### src/rsc_pkg.sv
// Package of constants and types for the reset and stop release control block.
package rsc_pkg;

    // =====================================================================
    // Register map
    // =====================================================================
    localparam logic [7:0] RSC_CTRL_ADDR = 8'h00;
    localparam logic [7:0] RSC_STAT_ADDR = 8'h04;
    localparam logic [7:0] RSC_CAUSE_ADDR = 8'h08;

    localparam int CTRL_XTAL_BIT = 0;
    localparam int CTRL_STOP_BIT = 1;
    localparam int CTRL_SWRST_BIT = 2;

    localparam logic [1:0] AXI_OKAY = 2'h0;
    localparam logic [1:0] AXI_SLVERR = 2'h2;

    localparam logic [15:0] RESET_VECTOR_LO = 16'h0000;
    localparam logic [15:0] RESET_VECTOR_HI = 16'h0001;

    // =====================================================================
    // Timing
    // =====================================================================
    localparam int CLK_MHZ = 100;
    localparam int RSC_VECT_WAIT = 18;
    localparam int RSC_NOVECT_WAIT = 12;
    localparam int OSC_STAB_US = 410;
    localparam int OSC_STAB_CYC = OSC_STAB_US * CLK_MHZ;
    localparam int RST_PROC_CYC = 4;

    // =====================================================================
    // Types
    // =====================================================================
    typedef enum logic [1:0] {
        RSC_WAKE_HOLD,
        RSC_WAKE_NEXT,
        RSC_WAKE_SERVICE
    } rsc_wake_t;

    typedef struct packed {
        logic pin;
        logic watchdog;
        logic power_on;
        logic low_voltage;
    } rsc_cause_t;

    typedef struct packed {
        logic cpu_clock_gate;
        logic peripherals_stop;
        logic pins_hiz;
        logic osc_stop;
        logic clock_pins_input;
        logic ram_retain;
        logic watchdog_clear;
        logic low_voltage_keep;
    } rsc_ctl_t;

endpackage : rsc_pkg

### src/rsc_top.sv
// Reset merging, oscillator wait and stop release sequencer with AXI4-Lite registers.
//
// Operation
// Masked interrupt holds stop; unmasked releases; service needs enable and rank.
// After interrupt release wait 18 clocks for vectoring, else 12 clocks.
// Reset in stop mode releases stop then runs the normal reset sequence.
// External main clock skips the oscillation stabilization wait after reset.
// Internal reset comes from pin, watchdog, power-on clear and low voltage.
// Every reset restarts from the vector held at 0000H and 0001H.
// Pins are high impedance during reset and the following stabilization wait.
// Low pin level holds reset; high level leads to reset processing.
// Watchdog reset releases itself and restarts on the internal oscillator; the code keeps ctrl_ext_clock, so with it set the wait is skipped.
// Detector resets release once the supply is back above threshold.
// External source holds the pin low at least 10 microseconds.
// Oscillators stop and external clock input is ignored during reset.
// Reset ending stop keeps RAM while registers reinitialize, pins high impedance.
// Watchdog reset also reinitializes the watchdog timer.
// CPU clock is gated and peripherals stop during reset.
// Crystal and external clock pins act as input pins during reset.
// RAM keeps contents while supply stays above power-on clear level.
// Power-on clear runs in reset; low voltage stops unless it caused reset.
// All sources merge into one synchronized reset released after the wait.
`timescale 1ns/10ps
module rsc_top
    import rsc_pkg::*;
#(
    parameter int OSC_STAB_CYCLES = OSC_STAB_CYC,
    parameter int VECT_WAIT = RSC_VECT_WAIT,
    parameter int NOVECT_WAIT = RSC_NOVECT_WAIT
)
(
    input wire logic clk,
    input wire logic reset_n,
    input wire logic reset_pin_n,
    input wire logic watchdog_overflow,
    input wire logic power_on_clear_detector,
    input wire logic low_voltage_detector,
    input wire logic interrupt_request,
    input wire logic interrupt_mask_flag,
    input wire logic service_rank_flag,
    input wire logic global_interrupt_allow,
    input wire logic in_service_level,
    input wire logic [7:0] s_axi_awaddr,
    input wire logic s_axi_awvalid,
    output logic s_axi_awready,
    input wire logic [31:0] s_axi_wdata,
    input wire logic [3:0] s_axi_wstrb,
    input wire logic s_axi_wvalid,
    output logic s_axi_wready,
    output logic [1:0] s_axi_bresp,
    output logic s_axi_bvalid,
    input wire logic s_axi_bready,
    input wire logic [7:0] s_axi_araddr,
    input wire logic s_axi_arvalid,
    output logic s_axi_arready,
    output logic [31:0] s_axi_rdata,
    output logic [1:0] s_axi_rresp,
    output logic s_axi_rvalid,
    input wire logic s_axi_rready,
    output logic system_reset,
    output logic stop_active,
    output logic fetch_vector,
    output logic [15:0] vector_addr_lo,
    output logic [15:0] vector_addr_hi,
    output logic resume_service,
    output logic resume_next,
    output rsc_ctl_t ctl
);

    // =====================================================================
    // Input synchronisers
    // =====================================================================
    logic [3:0] sync1;
    logic [3:0] sync2;
    wire [3:0] raw_src = {~reset_pin_n, watchdog_overflow, power_on_clear_detector,
                          low_voltage_detector};

    always_ff @(posedge clk or negedge reset_n)
    begin
        if (!reset_n)
        begin
            sync1 <= 4'hF;
            sync2 <= 4'hF;
        end
        else
        begin
            sync1 <= raw_src;
            sync2 <= sync1;
        end
    end

    logic irq_s1;
    logic irq_s2;
    always_ff @(posedge clk or negedge reset_n)
    begin
        if (!reset_n)
        begin
            irq_s1 <= 1'b0;
            irq_s2 <= 1'b0;
        end
        else
        begin
            irq_s1 <= interrupt_request;
            irq_s2 <= irq_s1;
        end
    end

    // =====================================================================
    // Registers and source merge
    // =====================================================================
    logic ctrl_ext_clock;
    logic ctrl_stop_req;
    logic soft_reset;
    rsc_cause_t cause;

    wire pin_src = sync2[3];
    wire wdt_src = sync2[2];
    wire poc_src = sync2[1];
    wire lvi_src = sync2[0];
    wire any_src = pin_src | wdt_src | poc_src | lvi_src | soft_reset;
    wire rsc_cause_t next_cause = any_src ? rsc_cause_t'(sync2) : cause;

    // =====================================================================
    // Reset sequencer
    // =====================================================================
    typedef enum logic [2:0] {
        ST_RESET,
        ST_PROC,
        ST_STAB,
        ST_RUN,
        ST_STOP,
        ST_WAKE
    } rsc_state_t;

    rsc_state_t state;
    rsc_state_t next_state;
    logic [31:0] count;
    logic [31:0] next_count;
    logic stopped_before;
    logic service_pending;
    rsc_wake_t wake;

    rsc_wake u_wake (
        .interrupt_mask_flag(interrupt_mask_flag),
        .service_rank_flag(service_rank_flag),
        .global_interrupt_allow(global_interrupt_allow),
        .in_service_level(in_service_level),
        .request(irq_s2),
        .outcome(wake)
    );

    wire proc_done = (count == 32'(RST_PROC_CYC - 1));
    wire stab_done = (count >= 32'(OSC_STAB_CYCLES - 1));
    wire wake_done = service_pending ? (count == 32'(VECT_WAIT - 1))
                                     : (count == 32'(NOVECT_WAIT - 1));

    always_comb
    begin
        next_state = state;
        next_count = count + 32'h1;
        unique case (state)
            ST_RESET:
            begin
                next_count = 32'h0;
                if (!any_src)
                    next_state = ST_PROC;
            end
            ST_PROC:
            begin
                if (proc_done)
                begin
                    next_count = 32'h0;
                    next_state = ctrl_ext_clock ? ST_RUN : ST_STAB;
                end
            end
            ST_STAB:
            begin
                if (stab_done)
                    next_state = ST_RUN;
            end
            ST_RUN:
            begin
                next_count = 32'h0;
                if (ctrl_stop_req)
                    next_state = ST_STOP;
            end
            ST_STOP:
            begin
                next_count = 32'h0;
                if (wake != RSC_WAKE_HOLD)
                    next_state = ST_WAKE;
            end
            ST_WAKE:
            begin
                if (wake_done)
                    next_state = ST_RUN;
            end
        endcase
        if (any_src)
        begin
            next_state = ST_RESET;
            next_count = 32'h0;
        end
    end

    always_ff @(posedge clk or negedge reset_n)
    begin
        if (!reset_n)
        begin
            state <= ST_RESET;
            count <= 32'h0;
        end
        else
        begin
            state <= next_state;
            count <= next_count;
        end
    end

    always_ff @(posedge clk or negedge reset_n)
    begin
        if (!reset_n)
            service_pending <= 1'b0;
        else if (state == ST_STOP)
            service_pending <= (wake == RSC_WAKE_SERVICE);
    end

    // Remember a reset that ended stop mode so RAM retention is reported.
    always_ff @(posedge clk or negedge reset_n)
    begin
        if (!reset_n)
            stopped_before <= 1'b0;
        else if (state == ST_STOP && any_src)
            stopped_before <= 1'b1;
        else if (state == ST_RUN)
            stopped_before <= 1'b0;
    end

    // =====================================================================
    // Outputs
    // =====================================================================
    // Controls follow the next state so that they line up with system_reset.
    wire in_reset = (next_state == ST_RESET) || (next_state == ST_PROC);
    wire in_stab = (state == ST_STAB);
    wire next_stab = (next_state == ST_STAB);
    rsc_ctl_t next_ctl;

    always_comb
    begin
        next_ctl.cpu_clock_gate = in_reset | next_stab;
        next_ctl.peripherals_stop = in_reset;
        next_ctl.pins_hiz = in_reset | next_stab;
        next_ctl.osc_stop = (next_state == ST_RESET);
        next_ctl.clock_pins_input = in_reset;
        next_ctl.ram_retain = ~poc_src;
        next_ctl.watchdog_clear = in_reset & next_cause.watchdog;
        next_ctl.low_voltage_keep = ~in_reset | next_cause.low_voltage;
    end

    always_ff @(posedge clk or negedge reset_n)
    begin
        if (!reset_n)
        begin
            ctl <= '{default: 1'b1};
            system_reset <= 1'b1;
            stop_active <= 1'b0;
            fetch_vector <= 1'b0;
            resume_service <= 1'b0;
            resume_next <= 1'b0;
        end
        else
        begin
            ctl <= next_ctl;
            system_reset <= (next_state != ST_RUN) && (next_state != ST_STOP)
                            && (next_state != ST_WAKE);
            stop_active <= (next_state == ST_STOP);
            fetch_vector <= (state != ST_RUN) && (state != ST_WAKE)
                            && (next_state == ST_RUN);
            resume_service <= (state == ST_WAKE) && (next_state == ST_RUN) && service_pending;
            resume_next <= (state == ST_WAKE) && (next_state == ST_RUN) && !service_pending;
        end
    end

    assign vector_addr_lo = RESET_VECTOR_LO;
    assign vector_addr_hi = RESET_VECTOR_HI;

    // =====================================================================
    // Cause capture
    // =====================================================================
    always_ff @(posedge clk or negedge reset_n)
    begin
        if (!reset_n)
            cause <= '0;
        else
            cause <= next_cause;
    end

    // =====================================================================
    // AXI4-Lite slave
    // =====================================================================
    logic aw_held;
    logic w_held;
    logic [7:0] aw_addr;
    logic [31:0] w_data;
    logic [3:0] w_strb;

    assign s_axi_awready = !aw_held && !s_axi_bvalid;
    assign s_axi_wready = !w_held && !s_axi_bvalid;
    assign s_axi_arready = !s_axi_rvalid;

    wire aw_fire = s_axi_awvalid && s_axi_awready;
    wire w_fire = s_axi_wvalid && s_axi_wready;
    wire have_aw = aw_held || aw_fire;
    wire have_w = w_held || w_fire;
    wire [7:0] wr_addr = aw_held ? aw_addr : s_axi_awaddr;
    wire [31:0] wr_data = w_held ? w_data : s_axi_wdata;
    wire [3:0] wr_strb = w_held ? w_strb : s_axi_wstrb;
    wire do_write = have_aw && have_w && !s_axi_bvalid;
    wire wr_ctrl = do_write && (wr_addr == RSC_CTRL_ADDR) && wr_strb[0];
    wire wr_known = (wr_addr == RSC_CTRL_ADDR);

    always_ff @(posedge clk or negedge reset_n)
    begin
        if (!reset_n)
        begin
            aw_held <= 1'b0;
            w_held <= 1'b0;
            aw_addr <= 8'h00;
            w_data <= 32'h0;
            w_strb <= 4'h0;
            s_axi_bvalid <= 1'b0;
            s_axi_bresp <= AXI_OKAY;
        end
        else
        begin
            aw_held <= have_aw && !do_write;
            w_held <= have_w && !do_write;
            if (aw_fire)
                aw_addr <= s_axi_awaddr;
            if (w_fire)
            begin
                w_data <= s_axi_wdata;
                w_strb <= s_axi_wstrb;
            end
            if (do_write)
            begin
                s_axi_bvalid <= 1'b1;
                s_axi_bresp <= wr_known ? AXI_OKAY : AXI_SLVERR;
            end
            else if (s_axi_bready)
                s_axi_bvalid <= 1'b0;
        end
    end

    // Control bits; the stop request clears itself once stop is entered.
    always_ff @(posedge clk or negedge reset_n)
    begin
        if (!reset_n)
        begin
            ctrl_ext_clock <= 1'b0;
            ctrl_stop_req <= 1'b0;
            soft_reset <= 1'b0;
        end
        else if (wr_ctrl)
        begin
            ctrl_ext_clock <= wr_data[CTRL_XTAL_BIT];
            ctrl_stop_req <= wr_data[CTRL_STOP_BIT];
            soft_reset <= wr_data[CTRL_SWRST_BIT];
        end
        else
        begin
            soft_reset <= 1'b0;
            if (state == ST_STOP || any_src)
                ctrl_stop_req <= 1'b0;
        end
    end

    wire [31:0] rd_ctrl = {29'h0, soft_reset, ctrl_stop_req, ctrl_ext_clock};
    wire [31:0] rd_stat = {26'h0, state == ST_WAKE, stopped_before, in_stab,
                           stop_active, system_reset, service_pending};
    wire [31:0] rd_cause = {28'h0, cause.pin, cause.watchdog, cause.power_on,
                            cause.low_voltage};
    wire rd_known = (s_axi_araddr == RSC_CTRL_ADDR) || (s_axi_araddr == RSC_STAT_ADDR)
                    || (s_axi_araddr == RSC_CAUSE_ADDR);
    wire [31:0] rd_mux = (s_axi_araddr == RSC_CTRL_ADDR) ? rd_ctrl :
                         (s_axi_araddr == RSC_STAT_ADDR) ? rd_stat :
                         (s_axi_araddr == RSC_CAUSE_ADDR) ? rd_cause : 32'h0;

    always_ff @(posedge clk or negedge reset_n)
    begin
        if (!reset_n)
        begin
            s_axi_rvalid <= 1'b0;
            s_axi_rdata <= 32'h0;
            s_axi_rresp <= AXI_OKAY;
        end
        else if (s_axi_arvalid && s_axi_arready)
        begin
            s_axi_rvalid <= 1'b1;
            s_axi_rdata <= rd_mux;
            s_axi_rresp <= rd_known ? AXI_OKAY : AXI_SLVERR;
        end
        else if (s_axi_rready)
            s_axi_rvalid <= 1'b0;
    end

endmodule : rsc_top

### src/rsc_wake.sv
// Decision logic for an interrupt request seen during stop mode.
`timescale 1ns/10ps
module rsc_wake
    import rsc_pkg::*;
(
    input wire logic interrupt_mask_flag,
    input wire logic service_rank_flag,
    input wire logic global_interrupt_allow,
    input wire logic in_service_level,
    input wire logic request,
    output rsc_wake_t outcome
);
    wire rank_ok = ~service_rank_flag | in_service_level;
    wire serve = global_interrupt_allow & rank_ok;
    // A masked request leaves stop in place, else serve or continue.
    assign outcome = (!request || interrupt_mask_flag) ? RSC_WAKE_HOLD :
                     serve ? RSC_WAKE_SERVICE : RSC_WAKE_NEXT;
endmodule : rsc_wake

### config.mk
export PLATFORM = sky130hd
export DESIGN_NAME = rsc_top
export DESIGN_NICKNAME = d
export VERILOG_FILES = /design/src/rsc_pkg.sv /design/src/rsc_top.sv /design/src/rsc_wake.sv
export SDC_FILE = /design/constraint.sdc
export NUM_CORES = 1
export LEC_CHECK = 0
export ABC_AREA = 1
export BUFFER_PORTS_ARGS = -buffer_cell sky130_fd_sc_hd__buf_2
export CORE_MARGIN = 2
export CORE_UTILIZATION = 52
export DETAILED_ROUTE_END_ITERATION = 7
export PLACE_DENSITY = 0.81
export SKIP_LAST_GASP = 1
export SLEW_MARGIN = 0
export SYNTH_ARGS = -nofsm -noshare
export SYNTH_HDL_FRONTEND = slang
export SYNTH_HIERARCHICAL = 1
export SYNTH_SLANG_ARGS = --single-unit
### constraint.sdc
create_clock -name clk -period 2.15 [get_ports clk]
set_clock_uncertainty 0.15 [all_clocks]
set_input_delay 0.1075 -clock clk [delete_from_list [all_inputs] [get_ports clk]]
set_output_delay 0.1075 -clock clk [all_outputs]
set_load 0.01 [all_outputs]
==> metrics <==
outcome=finished clean; number of hold-repair buffers added at the cts stage=28; NumNets Final=751; ranking of synthesized cells by area=sky130_fd_sc_hd__dfrtp_1 (38%), sky130_fd_sc_hd__buf_4 (9.7%), sky130_fd_sc_hd__dfstp_2 (8.0%); cell taking the most area after synthesis=sky130_fd_sc_hd__dfrtp_1; top_reg_cell synth=sky130_fd_sc_hd__dfrtp_1; worst hold-check slack=0.02490 ns; post-detailed-placement half-perimeter wirelength=between 7 and 8 mm; clock buffer depth=2; DR WL/cell=13.37 um; cell with the largest stage delay on the worst path=sky130_fd_sc_hd__dfrtp_1; number of antenna-violating nets in the routed design=0; Final Instance Area=5600 um2; worst reg2reg path endpoint=count[24]; post-synthesis cell count=about 600; final sum of negative setup slack=0 ns; Critical R2R Launch=count[1]; total number of placement rows=35; antenna diode instance count=0; initial antenna violation count=0; number of global-route vias before repair=3,775; drc violations=0; Final Hold Vio Count=0; largest net degree at the start of global routing=41; Worst Hold Path Cells=6; top-count cell post-synth=sky130_fd_sc_hd__nand2_1; simple-gate share of the synthesized area=0.2587; Critical Path Source Type=register; clk sinks=89; maximum vdd drop=601.9 uV; setup repair after global routing missed its margin=no; synth cell count leaders=sky130_fd_sc_hd__nand2_1 (97), sky130_fd_sc_hd__nor2_1 (90), sky130_fd_sc_hd__dfrtp_1 (74); total clock buffers created by CTS=9; overall power=~3.8 mW; final core occ=0.6090; fraction of layout instances using a drive strength above 1=0.2009; Synth Warn #=6; Port Buffer Count=approximately 60; setup slack of the worst register-to-register path=between 0.15 and 0.2 ns; initial cell density of the core=0.5328; via count of the routed design=3,984; number of search-and-repair iterations in the first detailed-routing pass=7; Buf+Inv Stages, Crit Path=1; Final setup violation count=0; total of max-cap violations=0; pins over their slew limit=0; depth of the worst register-to-register path=10; Synth top area share=0.3779; sum of overflow across all layers after global routing=0; Root Buffer Master=sky130_fd_sc_hd__clkbuf_8; first-iteration detailed-routing DRC count=241; Total Routed Length=between 10 and 15 mm; area of the placeable core=9196 um2; htree depth=3; Post-Synth XOR/XNOR Area=0.03575; placer's final routability congestion estimate=0.9133; worst path arrival time=2.09 ns; Overall Global Routing Usage=0.2172; Max Clk Rate=between 0.5 and 0.6 GHz; post-route fraction of the period consumed by the critical path=0.9203; maximum net fanout on the critical path=5; later-pin clock latency in the skew report=between 0.3 and 0.4 ns; die span in y=just over 100 um; unique cell type count in the Yosys netlist=40; total of cells resized after clock tree synthesis=0; Compound-Gate Fraction of Synth Area=0.06639; area growth from synthesis to layout=14.30%; static leakage=2.726 nW; Die ar.=around 10,000 um2; number of flip-flops and latches in the synthesized netlist=89; adder-cell share of the synthesized area=0.002554; clock-pin transition on the worst setup and hold timing paths=0.10 ns; number of flops mapped to enable cells by yosys=0; HP Class=in2reg; number of fillers in the final layout=749; combinational family with the most area after synthesis=simple AND/OR/NAND/NOR gates; family with the most delay on the worst path=simple AND/OR/NAND/NOR gates; delay of the slowest cell on the worst path=0.40 ns; share of synthesized registers carrying an async set or reset=1.000; fraction of the yosys area taken by sequential cells=0.4584; Die Span X=101.1 um; setup fix buffers added after clock tree synthesis=0; TritonCTS clock tree=done; Post-Syn Area=between 4000 and 5000 um2; crit-path most repeated cell=sky130_fd_sc_hd__nand3_2; syn avg cell area=8.361 um2; shortest clock period the worst path allows after layout=1.979 ns; Worst Setup End Kind=register; power per cell area=a little under 700 nW/um2; first-pass GRT wire length=17.56 mm; cells traversed along the worst timing path=ha_1 -> nand3_2 -> nor2_4 -> nand3_2 -> inv_1 -> nand4_1 -> nor2_2 -> nand3_1 -> nand2_1 -> a21oi_1; worst-case hold path end point=service_pending; Avg Vias per Cell=4.992; count of pins on the block boundary=154; post-placement cell area=5120 um2; worst path required time=2.26 ns; post-synthesis mux area share=0.01813; Hold Startpoint=interrupt_mask_flag; critical path start-end classification=reg2reg
## how the worst max path moves through the flow
stage | to | startpoint | cells after the start | slack, ns
after global placement | count[24] | count[0] | 10 | 0.28
after global routing | count[24] | count[0] | 10 | 0.03
final | count[24] | count[1] | 10 | 0.17
after detailed placement | count[20] | count[1] | 9 | 0.21
after CTS | count[20] | count[1] | 9 | 0.19
after floorplan | count[24] | count[1] | 10 | 0.47
## where the power goes
part	internal, mW	switching (mW)
Combinational	0.324	0.389
Sequential	1.86	0.118
Clock	0.465	0.696
Total	2.64	1.20
## cell families (layout without fill, tap and decap cells)
group | Yosys count | in the layout
AO/OA/AOI/OAI | 54 | 54
XOR/XNOR | 20 | 20
adder cells (fa/ha/maj) | 1 | 1
buffers and inverters | 138 | 181
flip-flops | 89 | 89
multiplexers | 8 | 8
other | 2 | 60
AND/OR/NAND/NOR | 274 | 274
## cells in the final DEF, fill, tap and decap left out, types with 2 or more instances in the layout
cell type,count
sky130_fd_sc_hd__a211oi_1,2
sky130_fd_sc_hd__a21o_1,2
sky130_fd_sc_hd__a21oi_1,14
sky130_fd_sc_hd__a21oi_2,2
sky130_fd_sc_hd__buf_12,2
sky130_fd_sc_hd__buf_2,60
sky130_fd_sc_hd__buf_4,5
sky130_fd_sc_hd__clkbuf_8,9
sky130_fd_sc_hd__conb_1,60
sky130_fd_sc_hd__dfrtp_1,74
sky130_fd_sc_hd__dfstp_2,15
sky130_fd_sc_hd__dlygate4sd3_1,28
sky130_fd_sc_hd__inv_1,68
sky130_fd_sc_hd__inv_2,2
sky130_fd_sc_hd__inv_6,2
sky130_fd_sc_hd__inv_8,3
sky130_fd_sc_hd__mux2_2,7
sky130_fd_sc_hd__nand2_1,97
sky130_fd_sc_hd__nand2_2,5
sky130_fd_sc_hd__nand3_1,20
sky130_fd_sc_hd__nand3_2,4
sky130_fd_sc_hd__nand3b_1,2
sky130_fd_sc_hd__nand4_1,12
sky130_fd_sc_hd__nor2_1,90
sky130_fd_sc_hd__nor2_2,9
sky130_fd_sc_hd__nor2_4,3
sky130_fd_sc_hd__nor3_1,18
sky130_fd_sc_hd__nor3_2,2
sky130_fd_sc_hd__nor4_1,6
sky130_fd_sc_hd__o211ai_1,7
sky130_fd_sc_hd__o21ai_0,21
sky130_fd_sc_hd__o21ai_1,2
sky130_fd_sc_hd__or2_2,3
sky130_fd_sc_hd__xnor2_1,4
sky130_fd_sc_hd__xor2_1,16
## sequential cells by signal, summed over array words and instances, names as in the netlist, 3 cells and up
name and flops:
cause 4, state 3, count 32, s_axi_rdata 6
w_data 3, sync1 4, sync2 4, aw_addr 8
ctl 6
## worst register-to-register path: stages (launching register included)
cell and delay (ns):
sky130_fd_sc_hd__dfrtp_1 0.40, sky130_fd_sc_hd__ha_1 0.24, sky130_fd_sc_hd__nand3_2 0.16, sky130_fd_sc_hd__nor2_4 0.21
sky130_fd_sc_hd__nand3_2 0.08, sky130_fd_sc_hd__inv_1 0.08, sky130_fd_sc_hd__nand4_1 0.15, sky130_fd_sc_hd__nor2_2 0.21
sky130_fd_sc_hd__nand3_1 0.09, sky130_fd_sc_hd__nand2_1 0.07, sky130_fd_sc_hd__a21oi_1 0.04
## layer usage
metal | vias up | track usage | wire length [um]
met5 | - | 0 | 0
met3 | 14 | 0.03675 | 627
met4 | 0 | 0.07380 | 150
met1 | 1852 | 0.2786 | 4558
li1 | 1933 | - | -
met2 | 185 | 0.3724 | 5334
## through the flow
stage	worst slack [ns]	std cells
floorplan	0.4740	644
global placement	0.2768	754
detailed placement	0.2063	754
CTS	0.1940	798
global route	0.02935	798
finish	0.1714	798
## layout make-up
cell class / instances / area [um2] / share of cell area
clock buffer: 9 / 123.9 / 0.02212
clock inverter: 7 / 76.32 / 0.01363
inverter: 70 / 262.8 / 0.04692
multi-input combinational: 417 / 2095 / 0.3740
sequential: 89 / 2246 / 0.4010
tap: 111 / 138.9 / 0.02480
timing repair buffer: 95 / 658.1 / 0.1175
(Power assumes the default switching activity.)
